`config.mk`:
```
export PLATFORM = sky130hd
export DESIGN_NAME = rcd_ref_clock
export DESIGN_NICKNAME = d
export VERILOG_FILES = /design/src/rcd_pkg.sv /design/src/rcd_ref_clock.sv
export VERILOG_INCLUDE_DIRS = /design/src
export SDC_FILE = /design/constraint.sdc
export NUM_CORES = 1
export LEC_CHECK = 0
export BUFFER_PORTS_ARGS = -buffer_cell sky130_fd_sc_hd__clkbuf_2
export CORE_ASPECT_RATIO = 0.5
export CORE_MARGIN = 4
export CORE_UTILIZATION = 47
export DETAILED_ROUTE_END_ITERATION = 6
export PLACE_DENSITY = 0.8
export REMOVE_ABC_BUFFERS = 1
export SLEW_MARGIN = 20
export SYNTH_ARGS = -nofsm -noshare
export SYNTH_HDL_FRONTEND = slang
export SYNTH_SLANG_ARGS = --single-unit
```
`constraint.sdc`:
```
create_clock -name clk_i -period 3.5 [get_ports clk_i]
set_input_delay 0.7 -clock clk_i [delete_from_list [all_inputs] [get_ports clk_i]]
set_output_delay 0.7 -clock clk_i [all_outputs]
set_load 0.1 [all_outputs]
```
`src/rcd_defines.svh`:
```
`ifndef RCD_DEFINES_SVH
`define RCD_DEFINES_SVH

// Word offsets on the register bus (byte addresses)
`define RCD_ADR_CTRL 8'h00
`define RCD_ADR_OSC 8'h04
`define RCD_ADR_STAT 8'h08

// Control register field positions
`define RCD_BIT_EN 15
`define RCD_BIT_SLP 13
`define RCD_BIT_SRC 12
`define RCD_DIV_HI 11
`define RCD_DIV_LO 8

// Reset values
`define RCD_CTRL_RST 16'h0000
`define RCD_OSC_RST 1'b0

// Largest divisor code, divide by 32,768
`define RCD_DIV_MAX 4'hf

`endif

```
`src/rcd_pkg.sv`:
```
package rcd_pkg;

  typedef struct packed {
    logic enable;
    logic run_in_sleep;
    logic source_select;
    logic [3:0] divisor_select;
  } rcd_ctrl_t;

  typedef struct packed {
    logic running;
    logic osc_powered;
    logic out_level;
  } rcd_stat_t;

  typedef enum logic [1:0] {
    RCD_IDLE = 2'b00,
    RCD_RUN = 2'b01
  } rcd_state_t;

endpackage

```
`src/rcd_ref_clock.sv`:
```
// Our own choices: the address map and the Wishbone interface to the registers.
`timescale 1ns/100ps
`include "rcd_defines.svh"
// Summary of operation
// - With the output enable bit set the divided clock drives the pin.
// - With source select set the primary oscillator is the base clock.
// - With source select clear the system clock is the base clock.
// - The run-in-sleep bit decides whether the output runs during Sleep.
// - In Sleep the output runs only with run-in-sleep and source both set.
// - Sleep powers the oscillator down unless primary mode or keep-alive.
// - The divisor field divides the base clock by two to that power.
// - The output works in every oscillator configuration while awake; in Sleep it also needs the oscillator powered.
// - Bit 14 and the low byte ignore writes and read as zero.
module rcd_ref_clock
  import rcd_pkg::*;
(
  input wire logic clk_i, // 20 MHz peripheral clock
  input wire logic rst_i, // Synchronous reset, active high
  input wire logic [7:0] wb_adr_i, // Byte address
  input wire logic [31:0] wb_dat_i, // Write data
  output logic [31:0] wb_dat_o, // Read data
  input wire logic [3:0] wb_sel_i, // Byte enables
  input wire logic wb_we_i, // Write enable
  input wire logic wb_cyc_i, // Bus cycle
  input wire logic wb_stb_i, // Strobe
  output logic wb_ack_o, // Acknowledge
  input wire logic primary_osc_i, // Primary oscillator clock
  input wire logic system_clock_i, // Current system clock
  input wire logic sleep_i, // Device in Sleep
  input wire logic primary_mode_i, // Device clock in a primary mode
  output logic primary_osc_enable_o, // Primary oscillator powered
  output logic ref_clock_pin_o // Reference clock output
);

  rcd_ctrl_t ctrl, next_ctrl;
  logic keep_alive, next_keep_alive;
  logic ack, next_ack;
  logic [31:0] rdata, next_rdata;

  // Three-stage samplers for the foreign base clocks
  logic [2:0] posc_sync, sys_sync;
  logic posc_flt, next_posc_flt, sys_flt, next_sys_flt;

  rcd_state_t state, next_state;
  logic act_src, next_act_src;
  logic [3:0] act_div, next_act_div;
  logic [14:0] cnt, next_cnt;
  logic out, next_out;

  logic req, base_lvl, base_rise, osc_on, run_ok;
  logic [14:0] half;
  rcd_stat_t stat;

  assign req = wb_cyc_i & wb_stb_i;

  // Sleep power-down
  // oscillator shut off
  assign osc_on = ~sleep_i | primary_mode_i | keep_alive;

  assign run_ok = ctrl.enable &
    (~sleep_i | (ctrl.run_in_sleep & ctrl.source_select & osc_on));

  // A change counts only once stages two and three agree
  assign next_posc_flt = (posc_sync[1] == posc_sync[2]) ? posc_sync[2]
                                                        : posc_flt;
  assign next_sys_flt = (sys_sync[1] == sys_sync[2]) ? sys_sync[2]
                                                     : sys_flt;

  assign base_lvl = act_src ? posc_flt : sys_flt;
  assign base_rise = act_src ? (next_posc_flt & ~posc_flt)
                             : (next_sys_flt & ~sys_flt);

  // Half period in base edges, 2^(div-1)
  assign half = (act_div == 4'h0) ? 15'h0001
              : (15'h0001 << (act_div - 4'h1));

  assign stat = '{running: (state == RCD_RUN), osc_powered: osc_on,
                  out_level: out};

  always_comb
  begin
    next_ctrl = ctrl;
    next_keep_alive = keep_alive;
    next_ack = req & ~ack;
    next_rdata = 32'h0000_0000;
    if (req & ~ack)
    begin
      case (wb_adr_i)
        `RCD_ADR_CTRL:
        begin
          if (wb_we_i & wb_sel_i[1])
          begin
            next_ctrl.enable = wb_dat_i[`RCD_BIT_EN];
            next_ctrl.run_in_sleep = wb_dat_i[`RCD_BIT_SLP];
            next_ctrl.source_select = wb_dat_i[`RCD_BIT_SRC];
            next_ctrl.divisor_select = wb_dat_i[`RCD_DIV_HI:`RCD_DIV_LO];
          end
          next_rdata[`RCD_BIT_EN] = ctrl.enable;
          next_rdata[`RCD_BIT_SLP] = ctrl.run_in_sleep;
          next_rdata[`RCD_BIT_SRC] = ctrl.source_select;
          next_rdata[`RCD_DIV_HI:`RCD_DIV_LO] = ctrl.divisor_select;
        end
        `RCD_ADR_OSC:
        begin
          if (wb_we_i & wb_sel_i[0])
            next_keep_alive = wb_dat_i[0];
          next_rdata[0] = keep_alive;
        end
        `RCD_ADR_STAT:
          next_rdata[2:0] = stat;
        default:
          next_rdata = 32'h0000_0000;
      endcase
    end
  end

  always_ff @(posedge clk_i)
  begin
    if (rst_i)
    begin
      ctrl <= rcd_ctrl_t'(7'(`RCD_CTRL_RST));
      keep_alive <= `RCD_OSC_RST;
      ack <= 1'b0;
      rdata <= 32'h0000_0000;
    end
    else
    begin
      ctrl <= next_ctrl;
      keep_alive <= next_keep_alive;
      ack <= next_ack;
      rdata <= next_rdata;
    end
  end

  assign wb_ack_o = ack;
  assign wb_dat_o = rdata;

  // Divider; settings are adopted only while the pin is low
  // in Sleep it runs only while the oscillator is powered (osc_on)
  always_comb
  begin
    next_state = state;
    next_act_src = act_src;
    next_act_div = act_div;
    next_cnt = cnt;
    next_out = out;
    case (state)
      RCD_IDLE:
      begin
        next_out = 1'b0;
        next_cnt = 15'h0000;
        next_act_src = ctrl.source_select;
        next_act_div = ctrl.divisor_select;
        if (run_ok)
          next_state = RCD_RUN;
      end
      RCD_RUN:
      begin
        if (!run_ok)
        begin
          // Stopping may shorten a high phase; base clock may be gone
          next_out = 1'b0;
          next_state = RCD_IDLE;
        end
        else if (act_div == 4'h0)
          next_out = base_lvl;
        else if (base_rise)
        begin
          if (cnt == half - 15'h0001)
          begin
            next_cnt = 15'h0000;
            next_out = ~out;
          end
          else
            next_cnt = cnt + 15'h0001;
        end
        // swap settings at a low boundary
        if (run_ok && !next_out && next_cnt == 15'h0000 &&
            (act_div != 4'h0 || !base_lvl))
        begin
          next_act_src = ctrl.source_select;
          next_act_div = ctrl.divisor_select;
        end
      end
      default:
        next_state = RCD_IDLE;
    endcase
  end

  always_ff @(posedge clk_i)
  begin
    if (rst_i)
    begin
      posc_sync <= 3'b000;
      sys_sync <= 3'b000;
      posc_flt <= 1'b0;
      sys_flt <= 1'b0;
      state <= RCD_IDLE;
      act_src <= 1'b0;
      act_div <= 4'h0;
      cnt <= 15'h0000;
      out <= 1'b0;
    end
    else
    begin
      posc_sync <= {posc_sync[1:0], primary_osc_i};
      sys_sync <= {sys_sync[1:0], system_clock_i};
      posc_flt <= next_posc_flt;
      sys_flt <= next_sys_flt;
      state <= next_state;
      act_src <= next_act_src;
      act_div <= next_act_div;
      cnt <= next_cnt;
      out <= next_out;
    end
  end

  assign ref_clock_pin_o = out;
  assign primary_osc_enable_o = osc_on;

endmodule

```
### Word-level counts from Yosys, hierarchy flattened

Cells that the tools add are included.

* flip-flop bits (word level): 72
* latch bits: 0
* memory bits (writable): 0
* bits in read-only memories: 0
* input bits: 53
* output and inout port bits: 35
* logic and storage cells: 96
* memories: 0

* $add $sub $neg: 3
* multipliers: 0
* divide/modulo/power cells: 0
* magnitude comparators: 0
* equality and inequality tests: 9
* shift-type cells: 1
* muxes and demuxes: 25
* bitwise gates (word level): 20
* reduce and logical (&&, ||, !) cells: 19

Operator list (number)
* $mux 15: 6
* $pmux 15 s2: 1
* $add 15x1->15 const B: 1
* $eq 15x15->1: 1
* $logic_not 15->1: 1
* $shl 1x4->15 const A: 1
* $sub 15x1->15 const B: 1
* $mux 1: 10
* $and 1x1->1: 9
* $eq 8x3->1 const B: 1
* $eq 8x4->1 const B: 1
* $logic_not 8->1: 1
* $not 1->1: 8
* $pmux 4 s2: 1
* $pmux 1 s2: 3
* $reduce_and 3->1: 2
* $reduce_or 3->1: 2
* $logic_not 4->1: 1
* $mux 2: 2
* $mux 4: 1
* $ne 2x2->1 const B: 2
* $pmux 2 s2: 1
* $reduce_and 2->1: 2
* $reduce_bool 4->1: 1
* other kinds (11): 17

### Depth between registers and ports, before layout

Gate-level depths: netlist (run 1).

* word-level depth: 16
* mapped depth: 14
* depth with buffers taken out: 12

### Least setup slack after synthesis (run 1)

No wires, ideal clock.

* path kind: register to register
* start: register act_div[1]
* end: register act_div[0]
* setup time: 72 ps
* arrival time: 3275 ps
* required time: 3428 ps
* path slack: 153 ps
* stages on the path, launching flop included: 15
* path buffers: 3
* clock period less this slack: 3347 ps
* path through: dfxtp_1 > buf_2 > buf_2 > or3b_2 > ha_1 > buf_2 > xnor2_1 > or4_1 > a2bb2oi_1 > o2111ai_1 > nor4_4 > and3b_1 > o21ai_2 > a31oi_4 > mux2i_1

* word-level cells in the longest chain between the ends: 16
* elaborated cells between the ends (all ways): 25
* those cells by class: add/sub: 2; eq/ne: 2; shift: 1; mux: 11; reduce/logical: 9

RTL lines
* start: declaration: line rcd_ref_clock.sv:46 `logic [3:0] act_div, next_act_div;`
* start signal: assignment: line rcd_ref_clock.sv:212 `act_div <= next_act_div;`
* branches (longest 13 deep; another with $sub 15x1->15)
* $logic_and 1x1->1 *: line rcd_ref_clock.sv:178 `if (run_ok && !next_out && next_cnt == 15'h0000 &&`
* $ne 2x1->1 (no line) *
* $reduce_and 2->1 (no line) *

Mark *: on every way between the ends. The select of a mux whose other input is x is not followed.
A chain may end at the register's enable or synchronous reset.

### Worst setup path in the final report (run 1)

* start: register act_div[2]
* end: register act_div[3]

Same word-level chain as after synthesis.

==> results of run 1 <==
synth_stat cells (3+ instances only):
| cell type | number |
|---|---|
| dfxtp_1 | 49 |
| nor2_1 | 33 |
| buf_4 | 22 |
| nand2_1 | 18 |
| nand2b_1 | 18 |
| mux2i_1 | 14 |
| and2_1 | 13 |
| a21oi_1 | 12 |
| buf_2 | 12 |
| nor2b_1 | 12 |
| o21ai_0 | 11 |
| xnor2_1 | 11 |
| and3_1 | 10 |
| nand3_1 | 9 |
| xor2_1 | 8 |
| clkbuf_1 | 7 |
| nor3_1 | 7 |
| inv_1 | 6 |
| nand4_1 | 6 |
| a31oi_1 | 5 |
| nand3b_1 | 5 |
| a211oi_1 | 4 |
| o22ai_1 | 4 |
| buf_1 | 3 |
| nor3b_1 | 3 |
| nor4_1 | 3 |
| or2_2 | 3 |
| or3_1 | 3 |
worst max-delay path by stage:
stage	end	from	slack (ns)
after floorplan	act_div[0]$_SDFFE_PP0P_	act_div[2]$_SDFFE_PP0P_	0.1
after global placement	act_div[0]$_SDFFE_PP0P_	act_div[2]$_SDFFE_PP0P_	0.08
after detailed placement	act_src$_SDFFE_PP0P_	act_div[2]$_SDFFE_PP0P_	0.06
after CTS	act_div[3]$_SDFFE_PP0P_	act_div[2]$_SDFFE_PP0P_	0.01
after global routing	act_div[3]$_SDFFE_PP0P_	act_div[2]$_SDFFE_PP0P_	-0.03
final	act_div[3]$_SDFFE_PP0P_	act_div[2]$_SDFFE_PP0P_	0.08
metal layers:
metal  track usage  up-vias
met5             0        -
met4        0.0395        0
met3        0.0323       10
met2         0.276       99
met1         0.250     1209
li1              -     1287
cell type report:
cell class | count | area [µm²] | share of cell area
Clock inverter | 2 | 17.5 | 0.00509
Sequential cell | 49 | 982 | 0.285
Tap cell | 88 | 110 | 0.0320
Multi-Input combinational cell | 280 | 1880 | 0.545
Inverter | 6 | 22.5 | 0.00655
Clock buffer | 6 | 139 | 0.0404
Timing Repair Buffer | 52 | 293 | 0.0851
registers in the layout, indices dropped and copies added, names as in the netlist, 3 cells and up:
register   cells
cnt           15
wb_dat_o      10
ctrl           7
act_div        4
posc_sync      3
sys_sync       3
power groups by stage:
stage	Clock [µW]	Sequential (µW)	Combinational, µW
after floorplan	0	578	114
after global placement	0	575	140
after detailed placement	0	575	141
after CTS	503	562	141
after global routing	531	562	147
final	502	562	141
stage by stage:
stage                util  instances  setup WS, ns
floorplan               -        335        0.0983
detailed placement  0.520        471        0.0574
global placement    0.520        471        0.0835
finish              0.561        483        0.0835
global route        0.561        483       -0.0323
CTS                 0.545        479       0.00977
logic make-up after synthesis:
kind of cell	after synthesis	synth area share
AOI/OAI and AO/OA	66	0.160
xor gates and xnor gates	19	0.0555
adders and majority gates	2	0.00835
buffers and inverters	50	0.0952
DFF	49	0.327
muxes	16	0.0543
other	1	0.00125
and+or+nand+nor	155	0.298
timing repair:
item	in CTS	in global routing
resized for setup	0	12
setup endpoints to repair	0	5
hold buffers	0	0
hold endpoints to repair	0	0
setup buffers	0	4
cells in the final DEF, fill, tap and decap left out, types with 4 or more instances in the layout:
cell type	Yosys	final
dfxtp_1	49	48
clkbuf_2	0	39
nor2_1	33	33
conb_1	1	22
nand2_1	18	18
nand2b_1	18	18
mux2i_1	14	14
and2_1	13	13
buf_4	22	13
nor2b_1	12	12
a21oi_1	12	12
o21ai_0	11	11
and3_1	10	10
xnor2_1	11	10
nand3_1	9	9
xor2_1	8	8
nor3_1	7	7
inv_1	6	6
nand4_1	6	6
nand3b_1	5	5
a31oi_1	5	5
clkbuf_16	0	5
a211oi_1	4	4
critical path, cell delays in order (launching register included):
cell       delay [ns]
dfxtp_2          0.32
or2_4            0.24
or3b_4           0.40
ha_4             0.20
xnor2_4          0.12
or4_4            0.52
a2bb2oi_2        0.16
o2111ai_2        0.14
nor4_4           0.42
and3b_1          0.23
o21ai_2          0.09
a31oi_4          0.27
mux2i_1          0.24
==> metrics.log, run 1 <==
[metrics] Worst Skew: 0.00397 ns
[metrics] Seq pwr share: 0.466
[metrics] buffer levels on the longest clock path: 2
[metrics] count of yosys warnings during synthesis: 0
[metrics] die height: 64.5 µm
[metrics] DR vias/cell: 5.39
[metrics] pin count of the biggest net entering global routing: 30
[metrics] total global routing track utilization: 0.175
[metrics] Hold Crit Class: reg -> reg
[metrics] IO buf count: 39
[metrics] clock transition time at the flip-flop clock pins of the worst setup and hold paths: 0.07 ns
[metrics] unrepaired setup endpoints after global routing: yes
[metrics] area of the mapped netlist: 3000 µm²
[metrics] minimum clock period after layout: 3.42 ns
[metrics] share of flip-flops with an asynchronous set or reset after synthesis: 0
[metrics] arrival time reported for the critical path endpoint: 3.63 ns
[metrics] number of stages on the worst hold path: 1
[metrics] core outline area: 6130 µm²
[metrics] DR WL met2: 2980 µm
[metrics] global-route wire length before repair: 11200 µm
[metrics] DPL Wire Length: 4770 µm
[metrics] hold slack: 0.444 ns
[metrics] synth top area cells: dfxtp_1 33%, buf_4 5.5%, mux2i_1 4.7%
[metrics] largest fanout of any net on the critical path: 5
[metrics] wire length on met1: 3040 µm
[metrics] number of max-slew violations in the final report: 0
[metrics] FF-to-FF Start: act_div[2]$_SDFFE_PP0P_
[metrics] via count: 2605
[metrics] worst supply voltage drop on vdd: 0.000380 V
[metrics] classification of the worst setup path: reg -> reg
[metrics] logic gate share of total power: 0.117
[metrics] remaining global-route overflow: 0
[metrics] RePlAce Congestion: 0.890
[metrics] instance count of the mapped netlist: 358
[metrics] die area: 7790 µm²
[metrics] ratio of final minimum period to clock period: 0.976
[metrics] highest achievable clock rate: 0.293 GHz
[metrics] H-tree depth: 2
[metrics] number of CTS-inserted buffers: 5
[metrics] type of element capturing the critical path: flop
[metrics] number of sinks on the clock net: 49
[metrics] Area Growth Syn to Fin: 14.8%
[metrics] Starting DRT DRC Count: 204
[metrics] transition time at the pin with the least slew margin: 0.624 ns
[metrics] Post-Route WL: 6680 µm
[metrics] proportion of netlist area held by the largest area contributor: 0.327
[metrics] switching part of the total: 0.282
[metrics] share of total power in the clock network: 0.416
[metrics] cell depth of the worst flop-to-flop path: 12
[metrics] per-cell routed wire length: 13.8 µm
[metrics] commonest register cell after synthesis: dfxtp_1
[metrics] biggest area consumer among synthesized cells: dfxtp_1
[metrics] Final nets: 449
[metrics] CP required: 3.71 ns
[metrics] met3 layer wire length in the routed design: 580 µm
[metrics] switching pwr: 339 µW
[metrics] register bit total from synthesis: 49
[metrics] final setup TNS: 0 ns
[metrics] initial core utilization: 0.489
[metrics] sequential element share of the synthesized area: 0.327
[metrics] Post-synth EDFFs: 0
[metrics] Post-Syn Area per Cell: 8.37 µm²
[metrics] number of detailed-routing iterations run before antenna repair: 4
[metrics] power density cells: 350 nW/µm²
[metrics] reg-to-reg setup timing slack: 0.08 ns
[metrics] Diodes inserted: 0
[metrics] vias in the first global route: 2395
[metrics] number of max-cap violations: 0
[metrics] Critical Path Start Type: flop
[metrics] final hold violations: 0
[metrics] post-detailed-route DRC marker count: 0
[metrics] # fillers: 548
[metrics] Detail Route Antenna Nets: 0
[metrics] TritonCTS clock tree: built
[metrics] share of layout cells above drive strength 1: 0.215
[metrics] clock latency at the later pin of the worst-skew pair: 0.29 ns
[metrics] standard-cell rows: 20
[metrics] Die W: 121 µm
[metrics] post-route total power: 1210 µW
[metrics] # IOs: 88
[metrics] Hold Path Sink: wb_ack_o$_SDFF_PP0_
[metrics] origin of the worst min-delay path: wb_ack_o$_SDFF_PP0_
[metrics] final design instance area without fill: 3440 µm²
[metrics] status: finished, final reports clean
[metrics] slew margin rel.: 0.581
[metrics] R2R Path End: act_div[3]$_SDFFE_PP0P_
[metrics] Pleak: 0.00131 µW
[metrics] setup violation total in the final timing report: 0
[metrics] DR top layer: met4
[metrics] CTS Root Cell: clkbuf_16
[metrics] Synth cell types: 66
[metrics] design internal power: 866 µW
[metrics] antenna violations before repair: 0
[metrics] total placed instance area: 3190 µm²
(Power assumes the default switching activity.)
==> run 2, diff against run 1 <==
Settings changed: CELL_PAD_IN_SITES_DETAIL_PLACEMENT set to 2, CELL_PAD_IN_SITES_GLOBAL_PLACEMENT set to 2, CORE_UTILIZATION 47 to 27.
==> metrics.log, run 2 (synthesis gave the netlist of run 1 again) <==
[metrics] status: finished, final reports clean
[metrics] share of layout cells above drive strength 1: 0.199
[metrics] arrival time reported for the critical path endpoint: 3.60 ns
[metrics] via count: 2668
[metrics] DPL Wire Length: 6820 µm
[metrics] number of max-slew violations in the final report: 0
[metrics] final hold violations: 0
[metrics] largest register by flop count: cnt
[metrics] number of CTS-inserted buffers: 5
[metrics] initial core utilization: 0.285
[metrics] number of detailed-routing iterations run before antenna repair: 4
[metrics] switching pwr: 361 µW
[metrics] CP required: 3.72 ns
[metrics] standard-cell rows: 26
[metrics] # fillers: 1224
[metrics] slew margin rel.: 0.591
[metrics] cts hold-fix bufs: 0
[metrics] global-route wire length before repair: 15200 µm
[metrics] most frequent cells in the layout: 49 x dfxtp_1, 39 x clkbuf_2, 33 x nor2_1
[metrics] Hold Crit Class: reg -> reg
[metrics] minimum clock period after layout: 3.38 ns
[metrics] transition time at the pin with the least slew margin: 0.612 ns
[metrics] largest fanout of any net on the critical path: 5
[metrics] Final nets: 446
[metrics] Diodes inserted: 0
[metrics] per-cell routed wire length: 17.3 µm
[metrics] CTS Root Cell: clkbuf_16
[metrics] Pleak: 0.00130 µW
[metrics] antenna violations before repair: 0
[metrics] design internal power: 939 µW
[metrics] Critical Path Start Type: flop
[metrics] Worst Skew: 0.00912 ns
[metrics] Post-Route WL: 9230 µm
[metrics] highest achievable clock rate: 0.296 GHz
[metrics] die area: 13000 µm²
[metrics] RePlAce Congestion: 0.764
[metrics] Detail Route Antenna Nets: 0
[metrics] # IOs: 88
[metrics] clock latency at the later pin of the worst-skew pair: 0.29 ns
[metrics] H-tree depth: 2
[metrics] type of element capturing the critical path: flop
[metrics] leading cell type in the layout, fill and taps excluded: dfxtp_1
[metrics] Seq pwr share: 0.432
[metrics] switching part of the total: 0.278
[metrics] setup violation total in the final timing report: 0
[metrics] share of total power in the clock network: 0.458
[metrics] TritonCTS clock tree: built
[metrics] remaining global-route overflow: 0
[metrics] post-detailed-route DRC marker count: 0
[metrics] unrepaired setup endpoints after global routing: no
[metrics] final setup TNS: 0 ns
[metrics] number of flip-flops in the largest register: 15
[metrics] pin count of the biggest net entering global routing: 31
[metrics] Die W: 157 µm
[metrics] ratio of final minimum period to clock period: 0.965
[metrics] power density cells: 374 nW/µm²
[metrics] logic gate share of total power: 0.110
[metrics] number of max-cap violations: 0
[metrics] Starting DRT DRC Count: 70
[metrics] Cells after DPL: 524
[metrics] core outline area: 10500 µm²
[metrics] clock transition time at the flip-flop clock pins of the worst setup and hold paths: 0.07 ns
[metrics] IO buf count: 39
[metrics] Area Growth Syn to Fin: 15.8%
[metrics] total global routing track utilization: 0.148
[metrics] die height: 82.5 µm
[metrics] vias in the first global route: 2929
[metrics] worst supply voltage drop on vdd: 0.000207 V
[metrics] final cell count without fillers: 532
[metrics] DR vias/cell: 5.02
[metrics] classification of the worst setup path: reg -> reg
[metrics] number of sinks on the clock net: 49
[metrics] buffer levels on the longest clock path: 2
run 2: path summary, 6_finish.rpt:
check                           from                       to  slack [ns]  cells after the start
min              wb_ack_o$_SDFF_PP0_      wb_ack_o$_SDFF_PP0_        0.45                      1
max          act_div[2]$_SDFFE_PP0P_  act_div[0]$_SDFFE_PP0P_        0.12                     12
min reg2reg      wb_ack_o$_SDFF_PP0_      wb_ack_o$_SDFF_PP0_        0.45                      1
max reg2reg  act_div[2]$_SDFFE_PP0P_  act_div[0]$_SDFFE_PP0P_        0.12                     12
run 2: repair_timing:
action	CTS	global route
setup endpoints to repair	0	5
gates resized for setup	0	6
setup buffers	0	0
run 2: critical path: stages, from the launching register on:
cell       delay (ns)
dfxtp_1          0.32
or2_4            0.27
or3b_4           0.41
ha_4             0.17
xnor2_1          0.13
or4_1            0.43
a2bb2oi_2        0.15
o2111ai_2        0.16
nor4_4           0.42
and3b_1          0.23
o21ai_2          0.08
a31oi_4          0.28
mux2i_1          0.24
run 2: per-layer routing:
layer	track usage	vias up	wire (µm)
met5	0	-	0
met4	0.0398	0	65
met3	0.0156	4	349
met2	0.278	56	4640
met1	0.182	1327	4180
li1	-	1281	-
run 2: layout make-up:
| class | instances | area [µm²] | share of cell area |
|---|---|---|---|
| multi-input combinational | 280 | 1840 | 0.531 |
| sequential | 49 | 981 | 0.283 |
| timing repair buffer | 49 | 270 | 0.0779 |
| tap | 140 | 175 | 0.0505 |
| clock buffer | 6 | 139 | 0.0400 |
| clock inverter | 2 | 41.3 | 0.0119 |
| inverter | 6 | 22.5 | 0.00649 |
run 2: through the flow:
stage,power (µW),hold slack [ns],cell area (µm²),setup WS [ns],utilization
after floorplan,692,0.414,2810,0.0983,-
after global placement,715,0.420,3260,0.129,0.310
after detailed placement,717,0.437,3260,0.0536,0.310
after CTS,1310,0.454,3440,0.000420,0.327
after global routing,1340,0.472,3470,0.0118,0.330
final,1300,0.452,3470,0.121,0.330
run 2: power groups by stage:
stage               clock [µW]  combinational [µW]  sequential [µW]
floorplan                    0                 114              578
global placement             0                 140              575
finish                     595                 143              562
detailed placement           0                 142              575
CTS                        608                 142              562
global route               633                 148              563
==> run 3, diff against run 2 <==
Settings changed: CORE_UTILIZATION 27 to 30, PLACE_DENSITY 0.8 to 0.84.
Clock period 3.5 ns to 3.7 ns, I/O delays scaled along.
==> metrics.log, run 3 (synthesis gave the netlist of run 1 again) <==
[metrics] DR vias/cell: 5.16
[metrics] number of sinks on the clock net: 49
[metrics] initial core utilization: 0.313
[metrics] Pleak: 0.00128 µW
[metrics] antenna violations before repair: 0
[metrics] cells traversed along the worst timing path: or2_4 -> or3b_4 -> ha_4 -> xnor2_4 -> or4_4 -> a2bb2oi_2 -> o2111ai_2 -> nor4_4 -> and3b_2 -> o21ai_4 -> a31oi_4 -> mux2i_1
[metrics] standard-cell rows: 25
[metrics] Top delay family on crit path: simple AND/OR/NAND/NOR gates
[metrics] Hold Crit Class: reg -> reg
[metrics] # IOs: 88
[metrics] Detail Route Antenna Nets: 0
[metrics] setup violation total in the final timing report: 0
[metrics] highest achievable clock rate: 0.275 GHz
[metrics] switching part of the total: 0.311
[metrics] unrepaired setup endpoints after global routing: yes
[metrics] arrival time reported for the critical path endpoint: 3.86 ns
[metrics] number of flip-flops in the largest register: 15
[metrics] clock transition time at the flip-flop clock pins of the worst setup and hold paths: 0.08 ns
[metrics] Die W: 149 µm
[metrics] Starting DRT DRC Count: 108
[metrics] clock latency at the later pin of the worst-skew pair: 0.30 ns
[metrics] minimum clock period after layout: 3.64 ns
[metrics] pin count of the biggest net entering global routing: 31
[metrics] final setup TNS: 0 ns
[metrics] leading cell type in the layout, fill and taps excluded: dfxtp_1
[metrics] switching pwr: 364 µW
[metrics] type of element capturing the critical path: flop
[metrics] die height: 78.7 µm
[metrics] slew margin rel.: 0.407
[metrics] worst supply voltage drop on vdd: 0.000183 V
[metrics] Area Growth Syn to Fin: 15.5%
[metrics] status: finished, final reports clean
[metrics] via count: 2709
[metrics] share of the core filled with cells: 0.362
[metrics] buffer levels on the longest clock path: 2
[metrics] core outline area: 9570 µm²
[metrics] largest register by flop count: cnt
[metrics] remaining global-route overflow: 0
[metrics] RePlAce Congestion: 0.813
[metrics] CTS Root Cell: clkbuf_16
[metrics] number of detailed-routing iterations run before antenna repair: 4
[metrics] design internal power: 806 µW
[metrics] classification of the worst setup path: reg -> reg
[metrics] transition time at the pin with the least slew margin: 0.883 ns
[metrics] total global routing track utilization: 0.167
[metrics] number of max-slew violations in the final report: 0
[metrics] ratio of final minimum period to clock period: 0.984
[metrics] Critical Path Start Type: flop
[metrics] DPL Wire Length: 7060 µm
[metrics] share of total power in the clock network: 0.427
[metrics] critical path's largest stage delay: 0.52 ns
[metrics] Post-Route WL: 10800 µm
[metrics] Final nets: 444
[metrics] number of max-cap violations: 0
[metrics] post-detailed-route DRC marker count: 0
[metrics] logic gate share of total power: 0.118
[metrics] CP max stage cell: or4_4
[metrics] IO buf count: 39
[metrics] TritonCTS clock tree: built
[metrics] vias in the first global route: 2906
[metrics] CP required: 3.92 ns
[metrics] Seq pwr share: 0.455
[metrics] global-route wire length before repair: 15800 µm
[metrics] Worst Skew: 0.00551 ns
[metrics] Diodes inserted: 0
[metrics] largest fanout of any net on the critical path: 5
[metrics] final hold violations: 0
[metrics] H-tree depth: 2
[metrics] most frequent cells in the layout: 48 x dfxtp_1, 39 x clkbuf_2, 33 x nor2_1
[metrics] number of CTS-inserted buffers: 5
[metrics] Crit path buffers/inverters: 0
[metrics] share of layout cells above drive strength 1: 0.205
[metrics] die area: 11700 µm²
[metrics] power density cells: 338 nW/µm²
[metrics] per-cell routed wire length: 20.5 µm
## run 3: repair_timing
action / in CTS / in global routing
setup buffers: 0 / 1
hold buffers: 0 / 0
endpoints found under the setup margin: 0 / 5
resized for setup: 0 / 12
## run 3: cell type report
class	count	area, µm²
Inverter	6	22.5
Fill cell	1089	6110
Timing Repair Buffer	47	255
Tap cell	135	169
Sequential cell	49	982
Clock buffer	5	125
Multi-Input combinational cell	280	1870
Clock inverter	3	33.8
## run 3: worst paths after layout
path / start / to / slack, ns / cells after the start
worst max-delay path: act_div[3]$_SDFFE_PP0P_ / act_div[1]$_SDFFE_PP0P_ / 0.06 / 12
worst min-delay path: wb_ack_o$_SDFF_PP0_ / wb_ack_o$_SDFF_PP0_ / 0.46 / 1
worst max register to register: act_div[3]$_SDFFE_PP0P_ / act_div[1]$_SDFFE_PP0P_ / 0.06 / 12
worst min register to register: wb_ack_o$_SDFF_PP0_ / wb_ack_o$_SDFF_PP0_ / 0.46 / 1
## run 3: per-stage QoR
| stage | hold WS, ns | power [µW] | setup slack (ns) | area [µm²] | instances |
|---|---|---|---|---|---|
| finish | 0.462 | 1170 | 0.0582 | 3460 | 525 |
| global route | 0.483 | 1210 | -0.0533 | 3460 | 525 |
| CTS | 0.467 | 1170 | 0.152 | 3390 | 524 |
| detailed placement | 0.452 | 679 | 0.194 | 3230 | 516 |
| global placement | 0.416 | 677 | 0.279 | 3230 | 516 |
| floorplan | 0.414 | 655 | 0.298 | 2810 | 335 |
## run 3: power by group through the flow
stage	Clock [µW]	Combinational, µW	Sequential [µW]
2_1_floorplan	0	108	547
3_3_place_gp	0	133	544
3_5_place_dp	0	135	544
4_1_cts	499	135	532
5_1_grt	531	143	532
6_report	500	138	532
## run 3: per-layer routing
layer / global-route usage / wire length, µm
met1: 0.205 / 4850
met2: 0.309 / 5300
met3: 0.0231 / 358
met4: 0.0411 / 278
met5: 0 / 0
